$ cat src/verilog/fes_pkg.sv
// constants, types and helpers shared by the erase and sleep control block
package fes_pkg;

   // =========================================================================
   // command codes
   localparam logic [7:0] CMD_SMALL_CLEAR = 8'h20;
   localparam logic [7:0] CMD_HALF_CLEAR  = 8'h52;
   localparam logic [7:0] CMD_BLOCK_CLEAR = 8'hd8;
   localparam logic [7:0] CMD_FULL_A      = 8'hc7;
   localparam logic [7:0] CMD_FULL_B      = 8'h60;
   localparam logic [7:0] CMD_SLEEP_ENTRY = 8'hb9;
   localparam logic [7:0] CMD_WAKE_ID     = 8'hab;
   localparam logic [7:0] CMD_WRITE_UNLK  = 8'h06;
   localparam logic [7:0] CMD_QUAD_ENTER  = 8'h38;

   // =========================================================================
   // frame shape
   localparam logic [2:0] BYTES_CMD_ONLY  = 3'h1;
   localparam logic [2:0] BYTES_CMD_ADDR  = 3'h4;
   localparam logic [3:0] BITS_PER_BYTE   = 4'h8;
   localparam logic [3:0] BITS_QUAD_EDGE  = 4'h4;

   // =========================================================================
   // timing: times in their own unit, counts derived at the clock rate
   localparam int CLK_MHZ               = 100;
   localparam int SMALL_CLEAR_TIME_US   = 1000;
   localparam int HALF_CLEAR_TIME_US    = 2000;
   localparam int BLOCK_CLEAR_TIME_US   = 3000;
   localparam int FULL_CLEAR_TIME_US    = 8000;
   localparam int SLEEP_ENTRY_DELAY_NS  = 3000;
   localparam int WAKE_DELAY_NS         = 3000;
   localparam int WAKE_ID_DELAY_NS      = 1800;
   localparam int SMALL_CLEAR_CYC = SMALL_CLEAR_TIME_US * CLK_MHZ;
   localparam int HALF_CLEAR_CYC  = HALF_CLEAR_TIME_US * CLK_MHZ;
   localparam int BLOCK_CLEAR_CYC = BLOCK_CLEAR_TIME_US * CLK_MHZ;
   localparam int FULL_CLEAR_CYC  = FULL_CLEAR_TIME_US * CLK_MHZ;
   localparam int SLEEP_ENTRY_CYC = (SLEEP_ENTRY_DELAY_NS * CLK_MHZ + 999) / 1000;
   localparam int WAKE_CYC        = (WAKE_DELAY_NS * CLK_MHZ + 999) / 1000;
   localparam int WAKE_ID_CYC     = (WAKE_ID_DELAY_NS * CLK_MHZ + 999) / 1000;

   // =========================================================================
   // memory geometry and reset values
   localparam logic [6:0] NUM_BLK64       = 7'h40;
   localparam logic [3:0] PROT_ALL_LEVEL  = 4'h7;
   localparam logic       RST_LATCH       = 1'b0;
   localparam logic       RST_QUAD        = 1'b0;
   localparam logic       RST_BUSY        = 1'b0;

   // =========================================================================
   // types
   typedef enum logic [1:0] {
      CLR_SMALL = 2'h0, CLR_HALF = 2'h1, CLR_BLOCK = 2'h2, CLR_FULL = 2'h3
   } fes_clear_t;
   typedef enum logic [1:0] {
      ST_WAIT_CMD = 2'h0, ST_TAKE_ADDR = 2'h1, ST_SEND_ID = 2'h3,
      ST_DROP = 2'h2
   } fes_frame_t;
   typedef enum logic [1:0] {
      PW_AWAKE = 2'h0, PW_ENTER = 2'h1, PW_SLEEP = 2'h3, PW_WAKE = 2'h2
   } fes_power_t;

   // =========================================================================
   // helpers
   function automatic logic [31:0] fes_load(input int unsigned cyc);
      fes_load = (cyc > 1) ? 32'(cyc - 1) : 32'h0;
   endfunction : fes_load

   // top 64k blocks guarded, count doubling per level, level 7 up guards all
   function automatic logic fes_protected(input logic [3:0]  lvl,
                                          input logic [23:0] addr);
      logic [6:0] span;
      span = NUM_BLK64 >> (PROT_ALL_LEVEL - lvl);
      if (lvl == 4'h0)
         fes_protected = 1'b0;
      else if (lvl >= PROT_ALL_LEVEL)
         fes_protected = 1'b1;
      else
         fes_protected = {1'b0, addr[21:16]} >= (NUM_BLK64 - span);
   endfunction : fes_protected

   function automatic logic [23:0] fes_base(input fes_clear_t  kind,
                                            input logic [23:0] addr);
      case (kind)
         CLR_SMALL: fes_base = {addr[23:12], 12'h000};
         CLR_HALF:  fes_base = {addr[23:15], 15'h0000};
         CLR_BLOCK: fes_base = {addr[23:16], 16'h0000};
         default:   fes_base = 24'h000000;
      endcase
   endfunction : fes_base

endpackage : fes_pkg

$ cat src/verilog/fes_link_if.sv
// carrier between the link shifter and the command sequencer
`timescale 1ns/1ps
interface fes_link_if;
   logic       quad;
   logic       byte_vld;
   logic [7:0] byte_val;
   logic [2:0] byte_num;
   logic       aligned;
   logic       sel_rise;
   logic       id_en;
   logic [7:0] id_val;

   modport shf (input quad, id_en, id_val,
                output byte_vld, byte_val, byte_num, aligned, sel_rise);
   modport ctl (output quad, id_en, id_val,
                input byte_vld, byte_val, byte_num, aligned, sel_rise);
endinterface : fes_link_if

$ cat src/verilog/fes_shifter.sv
// link front end: pin synchronisers, byte assembly, id shift-out
`timescale 1ns/1ps
module fes_shifter
   import fes_pkg::*;
(
   input  wire logic       clk,
   input  wire logic       resetn,
   input  wire logic       sclk,
   input  wire logic       select_n,
   input  wire logic [3:0] dq_in,
   fes_link_if.shf         ln,
   output logic            so,
   output logic            so_oe
);

   // =========================================================================
   // synchronisers
   logic [2:0] sclk_r, sel_r;
   logic [3:0] dq1_r, dq2_r;
   logic       sclk_rise, sclk_fall, sel_fall;

   always_ff @(posedge clk or negedge resetn) begin
      if (!resetn) begin
         sclk_r <= 3'h0;
         sel_r  <= 3'h7;
         dq1_r  <= 4'h0;
         dq2_r  <= 4'h0;
      end else begin
         sclk_r <= {sclk_r[1:0], sclk};
         sel_r  <= {sel_r[1:0], select_n};
         dq1_r  <= dq_in;
         dq2_r  <= dq1_r;
      end
   end

   // capture on rising serial clock edges only [RULE22]
   assign sclk_rise   = sclk_r[1] & ~sclk_r[2] & ~sel_r[1];
   assign sclk_fall   = ~sclk_r[1] & sclk_r[2] & ~sel_r[1];
   assign sel_fall    = ~sel_r[1] & sel_r[2];
   assign ln.sel_rise = sel_r[1] & ~sel_r[2];

   // =========================================================================
   // byte assembly and id output
   logic [7:0] sh_r, sh_nxt, byte_r, byte_nxt;
   logic [3:0] bit_r, bit_nxt;
   logic [2:0] num_r, num_nxt, out_r, out_nxt;
   logic       vld_r, vld_nxt, so_r, so_nxt, oe_r, oe_nxt;

   always_comb begin
      sh_nxt   = sh_r;
      bit_nxt  = bit_r;
      num_nxt  = num_r;
      out_nxt  = out_r;
      byte_nxt = byte_r;
      so_nxt   = so_r;
      vld_nxt  = 1'b0;
      oe_nxt   = ~sel_r[1] & ln.id_en;
      if (sel_fall) begin
         bit_nxt = 4'h0;
         num_nxt = 3'h0;
         out_nxt = 3'h0;
      end else if (sclk_rise) begin
         // four lines per edge in quad mode [RULE21]
         if (ln.quad) begin
            sh_nxt  = {sh_r[3:0], dq2_r};
            bit_nxt = bit_r + BITS_QUAD_EDGE;
         end else begin
            sh_nxt  = {sh_r[6:0], dq2_r[0]};
            bit_nxt = bit_r + 4'h1;
         end
         if (bit_nxt == BITS_PER_BYTE) begin
            bit_nxt  = 4'h0;
            vld_nxt  = 1'b1;
            byte_nxt = sh_nxt;
            if (num_r != 3'h7)
               num_nxt = num_r + 3'h1;
         end
      end else if (sclk_fall && ln.id_en) begin
         // msb first, wraps to repeat the id [RULE18]
         so_nxt  = ln.id_val[3'h7 - out_r];
         out_nxt = out_r + 3'h1;
      end
   end

   always_ff @(posedge clk or negedge resetn) begin
      if (!resetn) begin
         sh_r   <= 8'h00;
         byte_r <= 8'h00;
         bit_r  <= 4'h0;
         num_r  <= 3'h0;
         out_r  <= 3'h0;
         vld_r  <= 1'b0;
         so_r   <= 1'b0;
         oe_r   <= 1'b0;
      end else begin
         sh_r   <= sh_nxt;
         byte_r <= byte_nxt;
         bit_r  <= bit_nxt;
         num_r  <= num_nxt;
         out_r  <= out_nxt;
         vld_r  <= vld_nxt;
         so_r   <= so_nxt;
         oe_r   <= oe_nxt;
      end
   end

   assign ln.byte_vld = vld_r;
   assign ln.byte_val = byte_r;
   assign ln.byte_num = num_r;
   assign ln.aligned  = (bit_r == 4'h0);
   assign so          = so_r;
   assign so_oe       = oe_r;

endmodule : fes_shifter

$ cat src/verilog/fes_top.sv
// erase family and deep sleep command sequencer of the serial flash
//
// Overview of operation
// [RULE1] code 20h plus three address bytes erases the 4k sector holding it
// [RULE2] code 52h plus three address bytes erases the 32k block holding it
// [RULE3] code d8h plus three address bytes erases the 64k block holding it
// [RULE4] code c7h or 60h alone erases the whole array
// [RULE5] erases need the unlock latch; the unlock command sets it
// [RULE6] address erases run only if select rises right after bit 32
// [RULE7] whole erase and sleep run only if select rises after bit eight
// [RULE8] host holds select low across the whole sequence
// [RULE9] select rise starts the timed cycle; busy high until it ends
// [RULE10] unlock latch clears during each erase cycle
// [RULE11] address erase into a protected region is not executed
// [RULE12] whole erase runs only with all protect bits zero
// [RULE13] code b9h enters sleep after the entry delay; nothing else does
// [RULE14] while asleep every command except abh is ignored
// [RULE15] sleep command during a busy cycle is rejected
// [RULE16] deselect gives standby; power-up is always standby
// [RULE17] abh alone wakes after wake delay; host keeps select high
// [RULE18] abh plus three dummy bytes streams the 8-bit id, msb first
// [RULE19] deselect after abh: immediate if awake, else after id wake delay
// [RULE20] abh during a busy cycle is not decoded
// [RULE21] erases also work in quad command mode, entered with 38h
// [RULE22] command and address bits are sampled on rising serial clock
// [RULE23] cycle and delay lengths are configurable cycle counts
`timescale 1ns/1ps
module fes_top
   import fes_pkg::*;
#(
   parameter int unsigned SMALL_CYC    = SMALL_CLEAR_CYC,
   parameter int unsigned HALF_CYC     = HALF_CLEAR_CYC,
   parameter int unsigned BLOCK_CYC    = BLOCK_CLEAR_CYC,
   parameter int unsigned FULL_CYC     = FULL_CLEAR_CYC,
   parameter int unsigned SLEEP_CYC    = SLEEP_ENTRY_CYC,
   parameter int unsigned WAKE_CYC_P   = WAKE_CYC,
   parameter int unsigned WAKE_ID_CYC_P = WAKE_ID_CYC,
   // arbitrary value
   parameter logic [7:0]  DEVICE_ID    = 8'h5a
)
(
   input  wire logic        clk,
   input  wire logic        resetn,
   input  wire logic        sclk,
   input  wire logic        select_n,
   input  wire logic [3:0]  dq_in,
   input  wire logic [3:0]  protect_bits,
   output logic             serial_out,
   output logic             serial_out_oe,
   output logic             busy_flag,
   output logic             write_unlock_latch,
   output logic             quad_command_mode,
   output logic             sleep_mode,
   output logic             clear_start,
   output logic [1:0]       clear_kind,
   output logic [23:0]      clear_base
);

   fes_link_if ln ();

   fes_shifter u_shifter (
      .clk      (clk),
      .resetn   (resetn),
      .sclk     (sclk),
      .select_n (select_n),
      .dq_in    (dq_in),
      .ln       (ln),
      .so       (serial_out),
      .so_oe    (serial_out_oe)
   );

   // =========================================================================
   // protect level synchroniser
   logic [3:0] prot1_r, prot_r;

   always_ff @(posedge clk or negedge resetn) begin
      if (!resetn) begin
         prot1_r <= 4'h0;
         prot_r  <= 4'h0;
      end else begin
         prot1_r <= protect_bits;
         prot_r  <= prot1_r;
      end
   end

   // =========================================================================
   // sequencer state
   fes_frame_t  state_r, state_nxt;
   fes_power_t  pwr_r, pwr_nxt;
   fes_clear_t  kind_r, kind_nxt;
   logic [7:0]  cmd_r, cmd_nxt;
   logic [23:0] addr_r, addr_nxt, base_r, base_nxt;
   logic [31:0] clr_cnt_r, clr_cnt_nxt, pwr_cnt_r, pwr_cnt_nxt;
   logic        latch_r, latch_nxt, busy_r, busy_nxt;
   logic        quad_r, quad_nxt, start_r, start_nxt;
   logic        sleep_r, sleep_nxt;
   logic        listen, exact_cmd, exact_addr, addr_cmd, full_cmd;

   assign listen     = (pwr_r == PW_AWAKE) && !busy_r;
   assign exact_cmd  = (ln.byte_num == BYTES_CMD_ONLY) && ln.aligned;
   assign exact_addr = (ln.byte_num == BYTES_CMD_ADDR) && ln.aligned;
   assign addr_cmd   = (cmd_r == CMD_SMALL_CLEAR) ||
                       (cmd_r == CMD_HALF_CLEAR) ||
                       (cmd_r == CMD_BLOCK_CLEAR);
   assign full_cmd   = (cmd_r == CMD_FULL_A) || (cmd_r == CMD_FULL_B);

   always_comb begin
      state_nxt   = state_r;
      pwr_nxt     = pwr_r;
      kind_nxt    = kind_r;
      cmd_nxt     = cmd_r;
      addr_nxt    = addr_r;
      base_nxt    = base_r;
      clr_cnt_nxt = clr_cnt_r;
      pwr_cnt_nxt = pwr_cnt_r;
      latch_nxt   = latch_r;
      busy_nxt    = busy_r;
      quad_nxt    = quad_r;
      start_nxt   = 1'b0;

      // self-timed erase cycle [RULE9]
      if (busy_r) begin
         if (clr_cnt_r == 32'h0)
            busy_nxt = 1'b0;
         else
            clr_cnt_nxt = clr_cnt_r - 32'h1;
      end

      // sleep entry and wake timers [RULE13] [RULE17] [RULE19]
      case (pwr_r)
         PW_ENTER, PW_WAKE: begin
            if (pwr_cnt_r == 32'h0)
               pwr_nxt = (pwr_r == PW_ENTER) ? PW_SLEEP : PW_AWAKE;
            else
               pwr_cnt_nxt = pwr_cnt_r - 32'h1;
         end
         default: ;
      endcase

      if (ln.byte_vld) begin
         case (state_r)
            ST_WAIT_CMD: begin
               cmd_nxt   = ln.byte_val;
               state_nxt = ST_DROP;
               if (pwr_r == PW_SLEEP) begin
                  if (ln.byte_val == CMD_WAKE_ID)  // [RULE14]
                     state_nxt = ST_TAKE_ADDR;
               end else if (listen) begin  // [RULE15] [RULE20]
                  case (ln.byte_val)
                     CMD_WRITE_UNLK: latch_nxt = 1'b1;  // [RULE5]
                     CMD_QUAD_ENTER: quad_nxt = 1'b1;  // [RULE21]
                     CMD_SMALL_CLEAR, CMD_HALF_CLEAR, CMD_BLOCK_CLEAR,
                     CMD_FULL_A, CMD_FULL_B, CMD_SLEEP_ENTRY,
                     CMD_WAKE_ID:
                        state_nxt = ST_TAKE_ADDR;
                     default: ;
                  endcase
               end
            end
            ST_TAKE_ADDR: begin
               addr_nxt = {addr_r[15:0], ln.byte_val};
               if (cmd_r == CMD_WAKE_ID && ln.byte_num == BYTES_CMD_ADDR)
                  state_nxt = ST_SEND_ID;  // [RULE18]
            end
            default: ;
         endcase
      end

      // deselect closes the frame and returns to standby [RULE16]
      if (ln.sel_rise) begin
         state_nxt = ST_WAIT_CMD;
         if (state_r == ST_TAKE_ADDR || state_r == ST_SEND_ID) begin
            if (addr_cmd && exact_addr && latch_r) begin  // [RULE6]
               if (!fes_protected(prot_r, addr_r)) begin  // [RULE11]
                  case (cmd_r)
                     CMD_SMALL_CLEAR: begin  // [RULE1]
                        kind_nxt    = CLR_SMALL;
                        clr_cnt_nxt = fes_load(SMALL_CYC);  // [RULE23]
                     end
                     CMD_HALF_CLEAR: begin  // [RULE2]
                        kind_nxt    = CLR_HALF;
                        clr_cnt_nxt = fes_load(HALF_CYC);
                     end
                     default: begin  // [RULE3]
                        kind_nxt    = CLR_BLOCK;
                        clr_cnt_nxt = fes_load(BLOCK_CYC);
                     end
                  endcase
                  busy_nxt  = 1'b1;
                  latch_nxt = 1'b0;  // [RULE10]
                  start_nxt = 1'b1;
                  base_nxt  = fes_base(kind_nxt, addr_r);
               end
            end else if (full_cmd && exact_cmd && latch_r &&
                         prot_r == 4'h0) begin  // [RULE4] [RULE7] [RULE12]
               kind_nxt    = CLR_FULL;
               clr_cnt_nxt = fes_load(FULL_CYC);
               busy_nxt    = 1'b1;
               latch_nxt   = 1'b0;  // [RULE10]
               start_nxt   = 1'b1;
               base_nxt    = fes_base(CLR_FULL, addr_r);
            end else if (cmd_r == CMD_SLEEP_ENTRY && exact_cmd) begin
               pwr_nxt     = PW_ENTER;  // [RULE7] [RULE13]
               pwr_cnt_nxt = fes_load(SLEEP_CYC);
            end else if (cmd_r == CMD_WAKE_ID && pwr_r == PW_SLEEP) begin
               pwr_nxt     = PW_WAKE;  // [RULE17] [RULE19]
               pwr_cnt_nxt = exact_cmd ? fes_load(WAKE_CYC_P)
                                       : fes_load(WAKE_ID_CYC_P);
            end
         end
      end
      sleep_nxt = (pwr_nxt == PW_SLEEP);
   end

   always_ff @(posedge clk or negedge resetn) begin
      if (!resetn) begin
         state_r   <= ST_WAIT_CMD;
         pwr_r     <= PW_AWAKE;  // [RULE16]
         kind_r    <= CLR_SMALL;
         cmd_r     <= 8'h00;
         addr_r    <= 24'h000000;
         base_r    <= 24'h000000;
         clr_cnt_r <= 32'h0;
         pwr_cnt_r <= 32'h0;
         latch_r   <= RST_LATCH;
         busy_r    <= RST_BUSY;
         quad_r    <= RST_QUAD;
         start_r   <= 1'b0;
         sleep_r   <= 1'b0;
      end else begin
         state_r   <= state_nxt;
         pwr_r     <= pwr_nxt;
         kind_r    <= kind_nxt;
         cmd_r     <= cmd_nxt;
         addr_r    <= addr_nxt;
         base_r    <= base_nxt;
         clr_cnt_r <= clr_cnt_nxt;
         pwr_cnt_r <= pwr_cnt_nxt;
         latch_r   <= latch_nxt;
         busy_r    <= busy_nxt;
         quad_r    <= quad_nxt;
         start_r   <= start_nxt;
         sleep_r   <= sleep_nxt;
      end
   end

   assign ln.quad            = quad_r;
   assign ln.id_en           = (state_r == ST_SEND_ID);
   assign ln.id_val          = DEVICE_ID;
   assign busy_flag          = busy_r;
   assign write_unlock_latch = latch_r;
   assign quad_command_mode  = quad_r;
   assign sleep_mode         = sleep_r;
   assign clear_start        = start_r;
   assign clear_kind         = kind_r;
   assign clear_base         = base_r;

   // =========================================================================
   // assertions
   a_unlock_needed: assert property ( // [RULE5]
      @(posedge clk) disable iff (!resetn)
      $rose(busy_r) |-> $past(latch_r) && start_r)
      else $error("erase began without the unlock latch");

   a_latch_cleared: assert property ( // [RULE10]
      @(posedge clk) disable iff (!resetn)
      $rose(busy_r) |-> !latch_r ##1 busy_r)
      else $error("unlock latch still set in erase cycle");

   a_sector_start: assert property ( // [RULE1]
      @(posedge clk) disable iff (!resetn)
      ln.sel_rise && listen && state_r == ST_TAKE_ADDR &&
      cmd_r == CMD_SMALL_CLEAR && exact_addr && latch_r &&
      !fes_protected(prot_r, addr_r)
      |=> busy_r && kind_r == CLR_SMALL && base_r[11:0] == 12'h000)
      else $error("sector erase not started on exact release");

   a_exact_release: assert property ( // [RULE6]
      @(posedge clk) disable iff (!resetn)
      ln.sel_rise && !busy_r && addr_cmd && !exact_addr |=> !busy_r)
      else $error("address erase ran on a wrong release point");

   a_full_guarded: assert property ( // [RULE12]
      @(posedge clk) disable iff (!resetn)
      ln.sel_rise && !busy_r && full_cmd && prot_r != 4'h0 |=> !busy_r)
      else $error("whole erase ran with protection set");

   a_sleep_entry: assert property ( // [RULE13]
      @(posedge clk) disable iff (!resetn)
      pwr_r == PW_SLEEP && $past(pwr_r) != PW_SLEEP
      |-> $past(pwr_r) == PW_ENTER && $past(pwr_cnt_r) == 32'h0)
      else $error("sleep entered without the entry delay");

   a_sleep_ignore: assert property ( // [RULE14]
      @(posedge clk) disable iff (!resetn)
      pwr_r == PW_SLEEP && ln.byte_vld && state_r == ST_WAIT_CMD &&
      ln.byte_val != CMD_WAKE_ID
      |=> state_r == ST_DROP && $stable(latch_r) && $stable(quad_r))
      else $error("command taken while asleep");

   a_busy_awake: assert property ( // [RULE15]
      @(posedge clk) disable iff (!resetn)
      busy_r |-> pwr_r == PW_AWAKE)
      else $error("sleep state reached during an erase cycle");

   a_busy_no_decode: assert property ( // [RULE20]
      @(posedge clk) disable iff (!resetn)
      busy_r && ln.byte_vld && state_r == ST_WAIT_CMD |=> state_r == ST_DROP)
      else $error("command decoded during an erase cycle");

   a_wake_finish: assert property ( // [RULE17]
      @(posedge clk) disable iff (!resetn)
      pwr_r == PW_WAKE && pwr_cnt_r == 32'h0 |=> pwr_r == PW_AWAKE)
      else $error("wake delay did not end in standby");

endmodule : fes_top

$ cat config.mk
export PLATFORM = sky130hd
export DESIGN_NAME = fes_top
export DESIGN_NICKNAME = d
export VERILOG_FILES = /design/src/verilog/fes_pkg.sv /design/src/verilog/fes_link_if.sv /design/src/verilog/fes_shifter.sv /design/src/verilog/fes_top.sv
export SDC_FILE = /design/constraint.sdc
export NUM_CORES = 1
export LEC_CHECK = 0
export BUFFER_PORTS_ARGS = -buffer_cell sky130_fd_sc_hd__buf_4
export CAP_MARGIN = 20
export CORE_MARGIN = 2
export CORE_UTILIZATION = 40
export CTS_CLUSTER_DIAMETER = 30
export DETAILED_ROUTE_END_ITERATION = 12
export GPL_TIMING_DRIVEN = 0
export HOLD_SLACK_MARGIN = 0.15
export PLACE_DENSITY = 0.61
export SKIP_CTS_REPAIR_TIMING = 1
export SLEW_MARGIN = 5
export SYNTH_ARGS = -nofsm -noshare
export SYNTH_HDL_FRONTEND = slang
export SYNTH_HIERARCHICAL = 1
export SYNTH_SLANG_ARGS = --single-unit
export TNS_END_PERCENT = 20
$ cat constraint.sdc
create_clock -name clk -period 9.45 [get_ports clk]
set_input_delay 0.945 -clock clk [delete_from_list [all_inputs] [get_ports clk]]
set_output_delay 0.945 -clock clk [all_outputs]
set_load 0.02 [all_outputs]
==> results of run 1 <==
==> worst max-delay path, cell delays in order (launching register included) <==
cell and delay [ns]:
dfrtp_1 0.44, nor2_1 0.28, nand2_1 0.08, or2_2 0.30, ha_1 0.20, inv_1 0.12, nor2_1 0.06, a41o_1 0.21
ha_1 0.29, a21o_1 0.17, a2111oi_0 0.54, o21ai_0 0.31, a21oi_1 0.24, buf_2 0.30, nand2_1 0.21, o21a_1 0.16
==> layer usage <==
layer / global-route usage / part of all wire
met5: 0 / 0
met4: 0.0414 / 0.0087
met3: 0.0405 / 0.032
met2: 0.254 / 0.46
met1: 0.229 / 0.50
==> where the power goes <==
| group | internal, mW | switching [mW] | total, mW |
|---|---|---|---|
| clock network | 0.421 | 0.308 | 0.729 |
| logic | 0.0231 | 0.0384 | 0.0615 |
| registers | 0.736 | 0.00859 | 0.745 |
==> area by class of cell <==
cell class / instances / share of cell area
sequential: 169 / 0.439
multi-input combinational: 570 / 0.401
clock buffer: 17 / 0.0442
tap: 270 / 0.0351
timing repair buffer: 34 / 0.0291
buffer: 35 / 0.0200
clock inverter: 15 / 0.0196
inverter: 29 / 0.0113
==> worst min-delay path by stage <==
| stage | depth (start not counted) | slack, ns | endpoint |
|---|---|---|---|
| 6_report | 0 | 0.34 | u_shifter/sclk_r[1] |
| 5_1_grt | 0 | 0.36 | u_shifter/sel_r[1] |
| 4_1_cts | 0 | 0.35 | u_shifter/dq2_r[1] |
| 3_5_place_dp | 0 | 0.33 | u_shifter/dq2_r[1] |
| 3_3_place_gp | 0 | 0.33 | u_shifter/dq2_r[1] |
| 2_1_floorplan | 0 | 0.33 | prot_r[0] |
==> Yosys cell counts (all sizes together), types with 7 or more instances <==
master and count:
dfrtp 166, o31ai 7, buf 22, xor2 35, and3 7, xnor2 21
inv 29, nand4 9, mux2 37, nor4 14, ha 19, or3 11
nor2 87, mux2i 10, a21oi 16, nand2 52, clkbuf 13, nand4b 8
o21ai 37, a22o 10, nor2b 9, nand3 24, nor3 24, or4 8
nand2b 12
==> flip-flops by register name, summed over array words and instances (netlist names), 7 cells and up <==
name and count:
u_shifter/ln.byte_val 8, cmd_r 8, addr_r 24, clear_base 12, clr_cnt_r 32, pwr_cnt_r 32, u_shifter/sh_r 7
==> stage by stage <==
stage	util	hold slack, ns	power [mW]
finish	0.473	0.343	1.54
CTS	0.473	0.351	1.56
global placement	0.441	0.332	0.818
floorplan	-	0.331	0.792
detailed placement	0.443	0.335	0.821
global route	0.473	0.362	1.60
==> kinds of logic after synthesis <==
| logic type | count (synthesis) | share of synthesized area |
|---|---|---|
| muxes | 49 | 0.0692 |
| buffers and inverters | 64 | 0.0362 |
| AOI/OAI and AO/OA | 121 | 0.0994 |
| xor gates and xnor gates | 56 | 0.0589 |
| adders and majority gates | 20 | 0.0297 |
| other | 2 | 0.000901 |
| and+or+nand+nor | 304 | 0.198 |
| DFF | 169 | 0.508 |
==> results_dict.tcl, run 1 <==
set metrics [dict create \
    drv_slew 0 \
    tns_ns 0 \
    antenna_found_initial 0 \
    grt.total_usage 0.163 \
    final_common_cell "dfrtp_1" \
    min_path_type "flop to flop" \
    worstReg2RegStart "prot_r[2]" \
    final_area_sq_mm 0.00963 \
    async_flop_share 1.00 \
    setup_ws_ns 5.41 \
    grt_pass1_wl_mm 28.9 \
    antenna_cells 0 \
    synth_top_area_frac 0.498 \
    dp_hpwl_mm 11.5 \
    routed_wl_mm 16.6 \
    critPathLaunchType "flop" \
    fin_nets 887 \
    crit_end "clr_cnt_r[5]" \
    cts.sinks 169 \
    die_h_um 148 \
    crit_fanout 10 \
    crit_path_end_kind "flop" \
    r2r_slack_ns 5.41 \
    synth_edf_count 0 \
    dr.pass1.iters 4 \
    htreeDepth 4 \
    ant_nets 0 \
    synthCells 785 \
    via_per_inst 5.16 \
    avgRoutedWirePerCell_um 14.6 \
    grt_max_degree 101 \
    worstReg2RegEnd "clr_cnt_r[5]" \
    ir_drop_mv 0.110 \
    synthToLayoutAreaGrowth_pct 15.6 \
    finalHoldViolations 0 \
    final_cell_count_no_fill 1139 \
    layout-drive-gt1-share 0.173 \
    yosysWarnings 6 \
    die_w_um 148 \
    synth-seq-area-share 0.508 \
    seqCellArea_sq_mm 0.00423 \
    synthFlopType "dfrtp_1" \
    multi_input_area_sq_mm 0.00387 \
    ys_ff_latch 169 \
    dieArea_sq_mm 0.0220 \
    placed_cells_incl_taps 1106 \
    synth.distinct_cells 76 \
    netlist_area_sq_mm 0.00833 \
    min_from "u_shifter/sclk_r[0]" \
    p_per_area_mw_per_mm2 159 \
    drc 0 \
    core_area_sq_mm 0.0204 \
    placed_area_sq_mm 0.00901 \
    arrival_ns 4.35 \
    min_period_ns 4.04 \
    critPathKind "flop to flop" \
    portBuffers 32 \
    setup_viol 0 \
    pre_cts_ws_ns 5.44 \
    cts_tree "done" \
    finClkSkew_ns 0.0193 \
    worstRegToRegCells 15 \
    period_share 0.428 \
    relSlewSlack 0.414 \
    leakage_nw 4.53 \
    cts_made_buffers 17 \
    synth.area.top_cells "dfrtp_1 50%, mux2_2 4.5%, nor2_1 3.9%" \
    nFillCells 1906 \
    syn_avg_cell_area_sq_um 10.6 \
    clock_path_buffers 2 \
    outcome "finished, final reports clean" \
    rows 52 \
    startpoint "prot_r[2]" \
    gp_congestion 0.804 \
    clk_latency_ns 0.44 \
    boundaryPins 45 \
    tightest_slew_ns 0.867 \
    required_ns 9.76 \
    overflow 0 \
    fmax_ghz 0.247 \
    start_util 0.409 \
    grt_setup_unrepaired "false" \
    final_cell_mix "166 x dfrtp_1, 87 x nor2_1, 52 x nand2_1, 43 x buf_4, 37 x o21ai_0" \
    root_buffer "clkbuf_16" \
    num_vias 5877 \
    clkTransAtPathRegs_ns 0.07 \
    drv_cap 0 \
    dr.first_iter.drc_count 285 \
    synth_area_leader_cell "dfrtp_1" \
    first_global_vias 5761 \
]
Power figures use the tool's default switching activity.
==> run 2, diff against run 1 <==
clock period = 3.85 ns   (was 9.45 ns; I/O delays follow)
==> run 2 against run 1 <==
- die area unchanged
- fmax up 13%
- non-clock buffer count up 11
- register-to-register slack worse by 5.1 ns
- critical path type unchanged
- design area up 1.4%
- worst setup slack worse by 5.1 ns
- total power up 150%
==> results_dict.tcl, run 2 (synthesis gave the netlist of run 1 again) <==
set metrics [dict create \
    arrival_ns 3.88 \
    critPathKind "flop to flop" \
    rows 52 \
    clock_path_buffers 2 \
    root_buffer "clkbuf_16" \
    dp_hpwl_mm 11.5 \
    drv_cap 0 \
    nFillCells 1890 \
    antenna_found_initial 0 \
    dr.first_iter.drc_count 264 \
    via_per_inst 5.14 \
    critPathLaunchType "flop" \
    die_h_um 148 \
    p_per_area_mw_per_mm2 387 \
    relSlewSlack 0.422 \
    grt_setup_unrepaired "false" \
    wl_met1_mm 8.33 \
    start_util 0.409 \
    portBuffers 32 \
    synthToLayoutAreaGrowth_pct 17.2 \
    grt_pass1_wl_mm 28.9 \
    die_w_um 148 \
    final_cell_mix "166 x dfrtp_1, 86 x nor2_1, 52 x nand2_1, 43 x buf_4, 36 x o21ai_0" \
    antenna_cells 0 \
    setup_viol 0 \
    core_area_sq_mm 0.0204 \
    clkTransAtPathRegs_ns 0.07 \
    boundaryPins 45 \
    finClkSkew_ns 0.0197 \
    min_path_type "flop to flop" \
    min_period_ns 3.57 \
    gp_congestion 0.804 \
    dieArea_sq_mm 0.0220 \
    outcome "finished, final reports clean" \
    num_vias 5909 \
    routed_wl_mm 16.7 \
    whs_ns 0.343 \
    cts_tree "done" \
    ir_drop_mv 0.272 \
    clk_latency_ns 0.44 \
    grt_max_degree 101 \
    leakage_nw 4.58 \
    avgRoutedWirePerCell_um 14.5 \
    cts_made_buffers 17 \
    top_layer_used "met4" \
    layout-drive-gt1-share 0.176 \
    post-route-util 0.480 \
    crit_fanout 10 \
    fmax_ghz 0.280 \
    fin_nets 898 \
    cts.sinks 169 \
    tightest_slew_ns 0.859 \
    ant_nets 0 \
    final_common_cell "dfrtp_1" \
    htreeDepth 4 \
    dr.pass1.iters 4 \
    required_ns 4.16 \
    period_share 0.927 \
    drv_slew 0 \
    routed-wl-met2_mm 7.74 \
    grt.total_usage 0.163 \
    first_global_vias 5761 \
    finalHoldViolations 0 \
    crit_path_end_kind "flop" \
    overflow 0 \
    met3RoutedLength_um 509 \
    drc 0 \
    reg_top3 "clr_cnt_r x32, pwr_cnt_r x32, addr_r x24" \
]
run 2: metal layers:
metal,up-vias,GRT usage
met5,-,0
li1,2940,-
met2,78,0.254
met4,0,0.0414
met1,2883,0.229
met3,8,0.0405
run 2: area by class of cell:
class | count | area, sq um | share of cell area
multi-input cells | 570 | 3880 | 0.397
well taps | 270 | 338 | 0.0346
plain buffers | 35 | 203 | 0.0208
inverters | 29 | 109 | 0.0111
repair buffers | 45 | 390 | 0.0400
clock inverters | 15 | 189 | 0.0193
flip-flops and latches | 169 | 4230 | 0.433
clock buffers | 17 | 425 | 0.0436
run 2: where the power goes:
group | total [mW] | switching (mW) | internal, mW
clock network | 1.79 | 0.756 | 1.03
logic | 0.161 | 0.0962 | 0.0649
registers | 1.83 | 0.0218 | 1.81
run 2: metrics by stage:
stage	cell area, sq um	total power [mW]	setup TNS [ns]	setup WS, ns	cells
2_1_floorplan	8400	1.94	0	0.558	803
3_3_place_gp	8980	2.01	-0.277	-0.110	1105
3_5_place_dp	9010	2.02	-0.881	-0.162	1106
4_1_cts	9630	3.83	-1.45	-0.198	1138
5_1_grt	9770	3.93	0	0.0187	1150
6_report	9770	3.78	0	0.281	1150
run 2: final timing paths:
| kind | end | slack [ns] | from | depth (start not counted) |
|---|---|---|---|---|
| max | clr_cnt_r[5] | 0.28 | prot_r[3] | 15 |
| min | u_shifter/sclk_r[1] | 0.34 | u_shifter/sclk_r[0] | 0 |
| max reg2reg | clr_cnt_r[5] | 0.28 | prot_r[3] | 15 |
| min reg2reg | u_shifter/sclk_r[1] | 0.34 | u_shifter/sclk_r[0] | 0 |
| max in group asynchronous | u_shifter/sel_r[1] | 2.46 | resetn | 3 |
| min in group asynchronous | clear_base[21] | 0.49 | resetn | 2 |
run 2: critical path, cell delays in order (launching register included):
cell and delay (ns):
dfrtp_1 0.46, nor2_4 0.18, nand2_1 0.06, or2_2 0.30
ha_1 0.20, inv_1 0.12, nor2_1 0.06, a41o_1 0.21
ha_1 0.29, a21o_1 0.19, a2111oi_2 0.41, o21ai_1 0.19
a21oi_1 0.26, buf_6 0.19, nand2_1 0.16, o21a_1 0.15
==> run 3, diff against run 2 <==
SYNTH_HIERARCHICAL = not set   (was 1)
==> run 3 against run 2 <==
- highest routed layer unchanged
- synthesized cell count increased by 6.6%
- sequential cell count unchanged
- global-route usage increased by 1.2 points
- critical path depth decreased by 1
- total power decreased by 2.8%
- critical path type unchanged
- area after synthesis increased by 5.4%
- design area increased by 4.0%
==> results_dict.tcl, run 3 <==
set metrics [dict create \
    outcome "finished, final reports clean" \
    tns_ns 0 \
    final_cell_count_no_fill 1204 \
    path_common_cell "ha_1" \
    clk_latency_ns 0.43 \
    drv_slew 0 \
    relSlewSlack 0.332 \
    worstRegToRegCells 14 \
    fmax_ghz 0.285 \
    multi_input_area_sq_mm 0.00427 \
    critPathLaunchType "flop" \
    period_share 0.912 \
    synth_most_common_cell "dfrtp_1" \
    grt_max_degree 90 \
    layout-drive-gt1-share 0.177 \
    final_area_sq_mm 0.0102 \
    final_common_cell "dfrtp_1" \
    min_period_ns 3.51 \
    avgRoutedWirePerCell_um 16.5 \
    crit_fanout 10 \
    clock_path_buffers 2 \
    ant_nets 0 \
    path_depth 14 \
    dieArea_sq_mm 0.0232 \
    ir_drop_mv 0.254 \
    cp_top_family "compound AO/OA/AOI/OAI gates" \
    finalHoldViolations 0 \
    synth.area.top_cells "dfrtp_1 47%, mux2_2 6.3%, ha_1 3.0%" \
    ys_ff_latch 169 \
    clkTransAtPathRegs_ns 0.07 \
    seqCellArea_sq_mm 0.00423 \
    root_buffer "clkbuf_16" \
    synthToLayoutAreaGrowth_pct 15.7 \
    cts_made_buffers 17 \
    synth-seq-area-share 0.482 \
    arrival_ns 3.83 \
    synth_area_leader_cell "dfrtp_1" \
    die_h_um 152 \
    antenna_cells 0 \
    leakage_nw 4.65 \
    grt_pass1_wl_mm 33.4 \
    grt.total_usage 0.175 \
    netlist_area_sq_mm 0.00878 \
    drv_cap 0 \
    synth_top_area_frac 0.473 \
    synth_edf_count 0 \
    setup_viol 0 \
    dp_hpwl_mm 13.8 \
    fin_nets 944 \
    required_ns 4.17 \
    rows 54 \
    first_global_vias 6470 \
    tightest_slew_ns 0.995 \
    synth_common_cells "166 x dfrtp_1, 56 x nand2_1, 49 x mux2_2" \
    die_w_um 152 \
    crit_path_end_kind "flop" \
    hold_path_depth 0 \
    dr.pass1.iters 4 \
    async_flop_share 1.00 \
    synth.distinct_cells 82 \
    reg_top3 "clr_cnt_r x32, pwr_cnt_r x32, addr_r x24" \
    nFillCells 1999 \
    cts.sinks 169 \
    critPathKind "flop to flop" \
    portBuffers 32 \
    syn_avg_cell_area_sq_um 10.5 \
    min_path_type "flop to flop" \
    power_mw 3.67 \
    num_vias 6777 \
    p_per_area_mw_per_mm2 361 \
    drc 0 \
    placed_area_sq_mm 0.00945 \
    antenna_found_initial 0 \
    core_area_sq_mm 0.0217 \
    placed_cells_incl_taps 1161 \
    finClkSkew_ns 0.00899 \
    path_buf_inv 3 \
    overflow 0 \
    critPathSlowestCell "dfrtp_1" \
    synthCells 837 \
    crit_chain "clkbuf_1, nor2b_1, nand2_1, ha_1, nor2_1, a32o_1, ha_1, o21ai_0, o21bai_1, o2111ai_1, a31oi_4, inv_2, buf_2, a2bb2oi_1" \
    synthFlopType "dfrtp_1" \
    cts_tree "done" \
    slowest_delay_ns 0.41 \
    whs_ns 0.350 \
    start_util 0.405 \
    gp_congestion 0.809 \
    boundaryPins 45 \
    routed_wl_mm 19.9 \
    grt_setup_unrepaired "false" \
    htreeDepth 4 \
    final_cell_mix "166 x dfrtp_1, 56 x nand2_1, 49 x mux2_2, 47 x o21ai_0, 43 x buf_4" \
    dr.first_iter.drc_count 433 \
    yosysWarnings 0 \
    via_per_inst 5.63 \
]
==> run 3: changes by cell type in the layout (fill, tap and decap cells not counted), moves of 14 or more <==
cell     change
nor2_1      -55
xor2_1      -30
or3_1       +23
mux2_2      +16
a21oi_1     +23
xnor2_1     -14
or4_1       +22
==> run 3: path summary, 6_finish.rpt <==
path / slack (ns) / end / startpoint
max: 0.34 / clear_kind[0] / prot_r[1]
min: 0.35 / prot_r[0] / prot1_r[0]
max reg2reg: 0.34 / clear_kind[0] / prot_r[1]
min reg2reg: 0.35 / prot_r[0] / prot1_r[0]
max in group asynchronous: 2.44 / u_shifter.ln.byte_val[6] / resetn
min in group asynchronous: 0.53 / pwr_cnt_r[11] / resetn
==> run 3: logic make-up (layout without fill, tap and decap cells) <==
| group | Yosys count | in the layout | synth area share |
|---|---|---|---|
| AO/OA/AOI/OAI | 193 | 193 | 0.152 |
| XOR/XNOR | 12 | 12 | 0.0120 |
| adder cells (fa/ha/maj) | 21 | 21 | 0.0299 |
| buffers and inverters | 71 | 147 | 0.0375 |
| flip-flops | 169 | 169 | 0.482 |
| multiplexers | 58 | 58 | 0.0731 |
| other | 1 | 12 | 0.000427 |
| AND/OR/NAND/NOR | 312 | 312 | 0.214 |
==> run 3: layout make-up <==
class                   count  area share
inverters                  26     0.00961
multi-input cells         608       0.420
plain buffers              44      0.0224
flip-flops and latches    169       0.417
clock buffers              18      0.0432
clock inverters            14      0.0147
repair buffers             45      0.0384
well taps                 280      0.0345
==> run 3: layer usage <==
layer  vias up  wire (um)  track usage
li1       3295          -            -
met1      3351       9700        0.249
met2       108       9320        0.276
met3        23        606       0.0310
met4         0        266       0.0472
met5         -          0            0
==> run 3: stage by stage <==
| step | util | setup WS (ns) |
|---|---|---|
| 2_1_floorplan | - | 0.863 |
| 3_3_place_gp | 0.434 | 0.127 |
| 3_5_place_dp | 0.436 | 0.105 |
| 4_1_cts | 0.463 | 0.0952 |
| 5_1_grt | 0.468 | 0.000753 |
| 6_report | 0.468 | 0.339 |
==> run 3: worst register-to-register path: stages, from the launching register on <==
cell and delay, ns:
dfrtp_1 0.41, clkbuf_1 0.32, nor2b_1 0.11, nand2_1 0.10, ha_1 0.27, nor2_1 0.06, a32o_1 0.28, ha_1 0.27
o21ai_0 0.07, o21bai_1 0.22, o2111ai_1 0.26, a31oi_4 0.40, inv_2 0.22, buf_2 0.25, a2bb2oi_1 0.15
==> run 3: power by group <==
part / internal (mW) / leakage, nW / switching [mW]
registers: 1.80 / 2.30 / 0.0179
logic: 0.0616 / 2.06 / 0.0976
clock network: 0.885 / 0.287 / 0.809
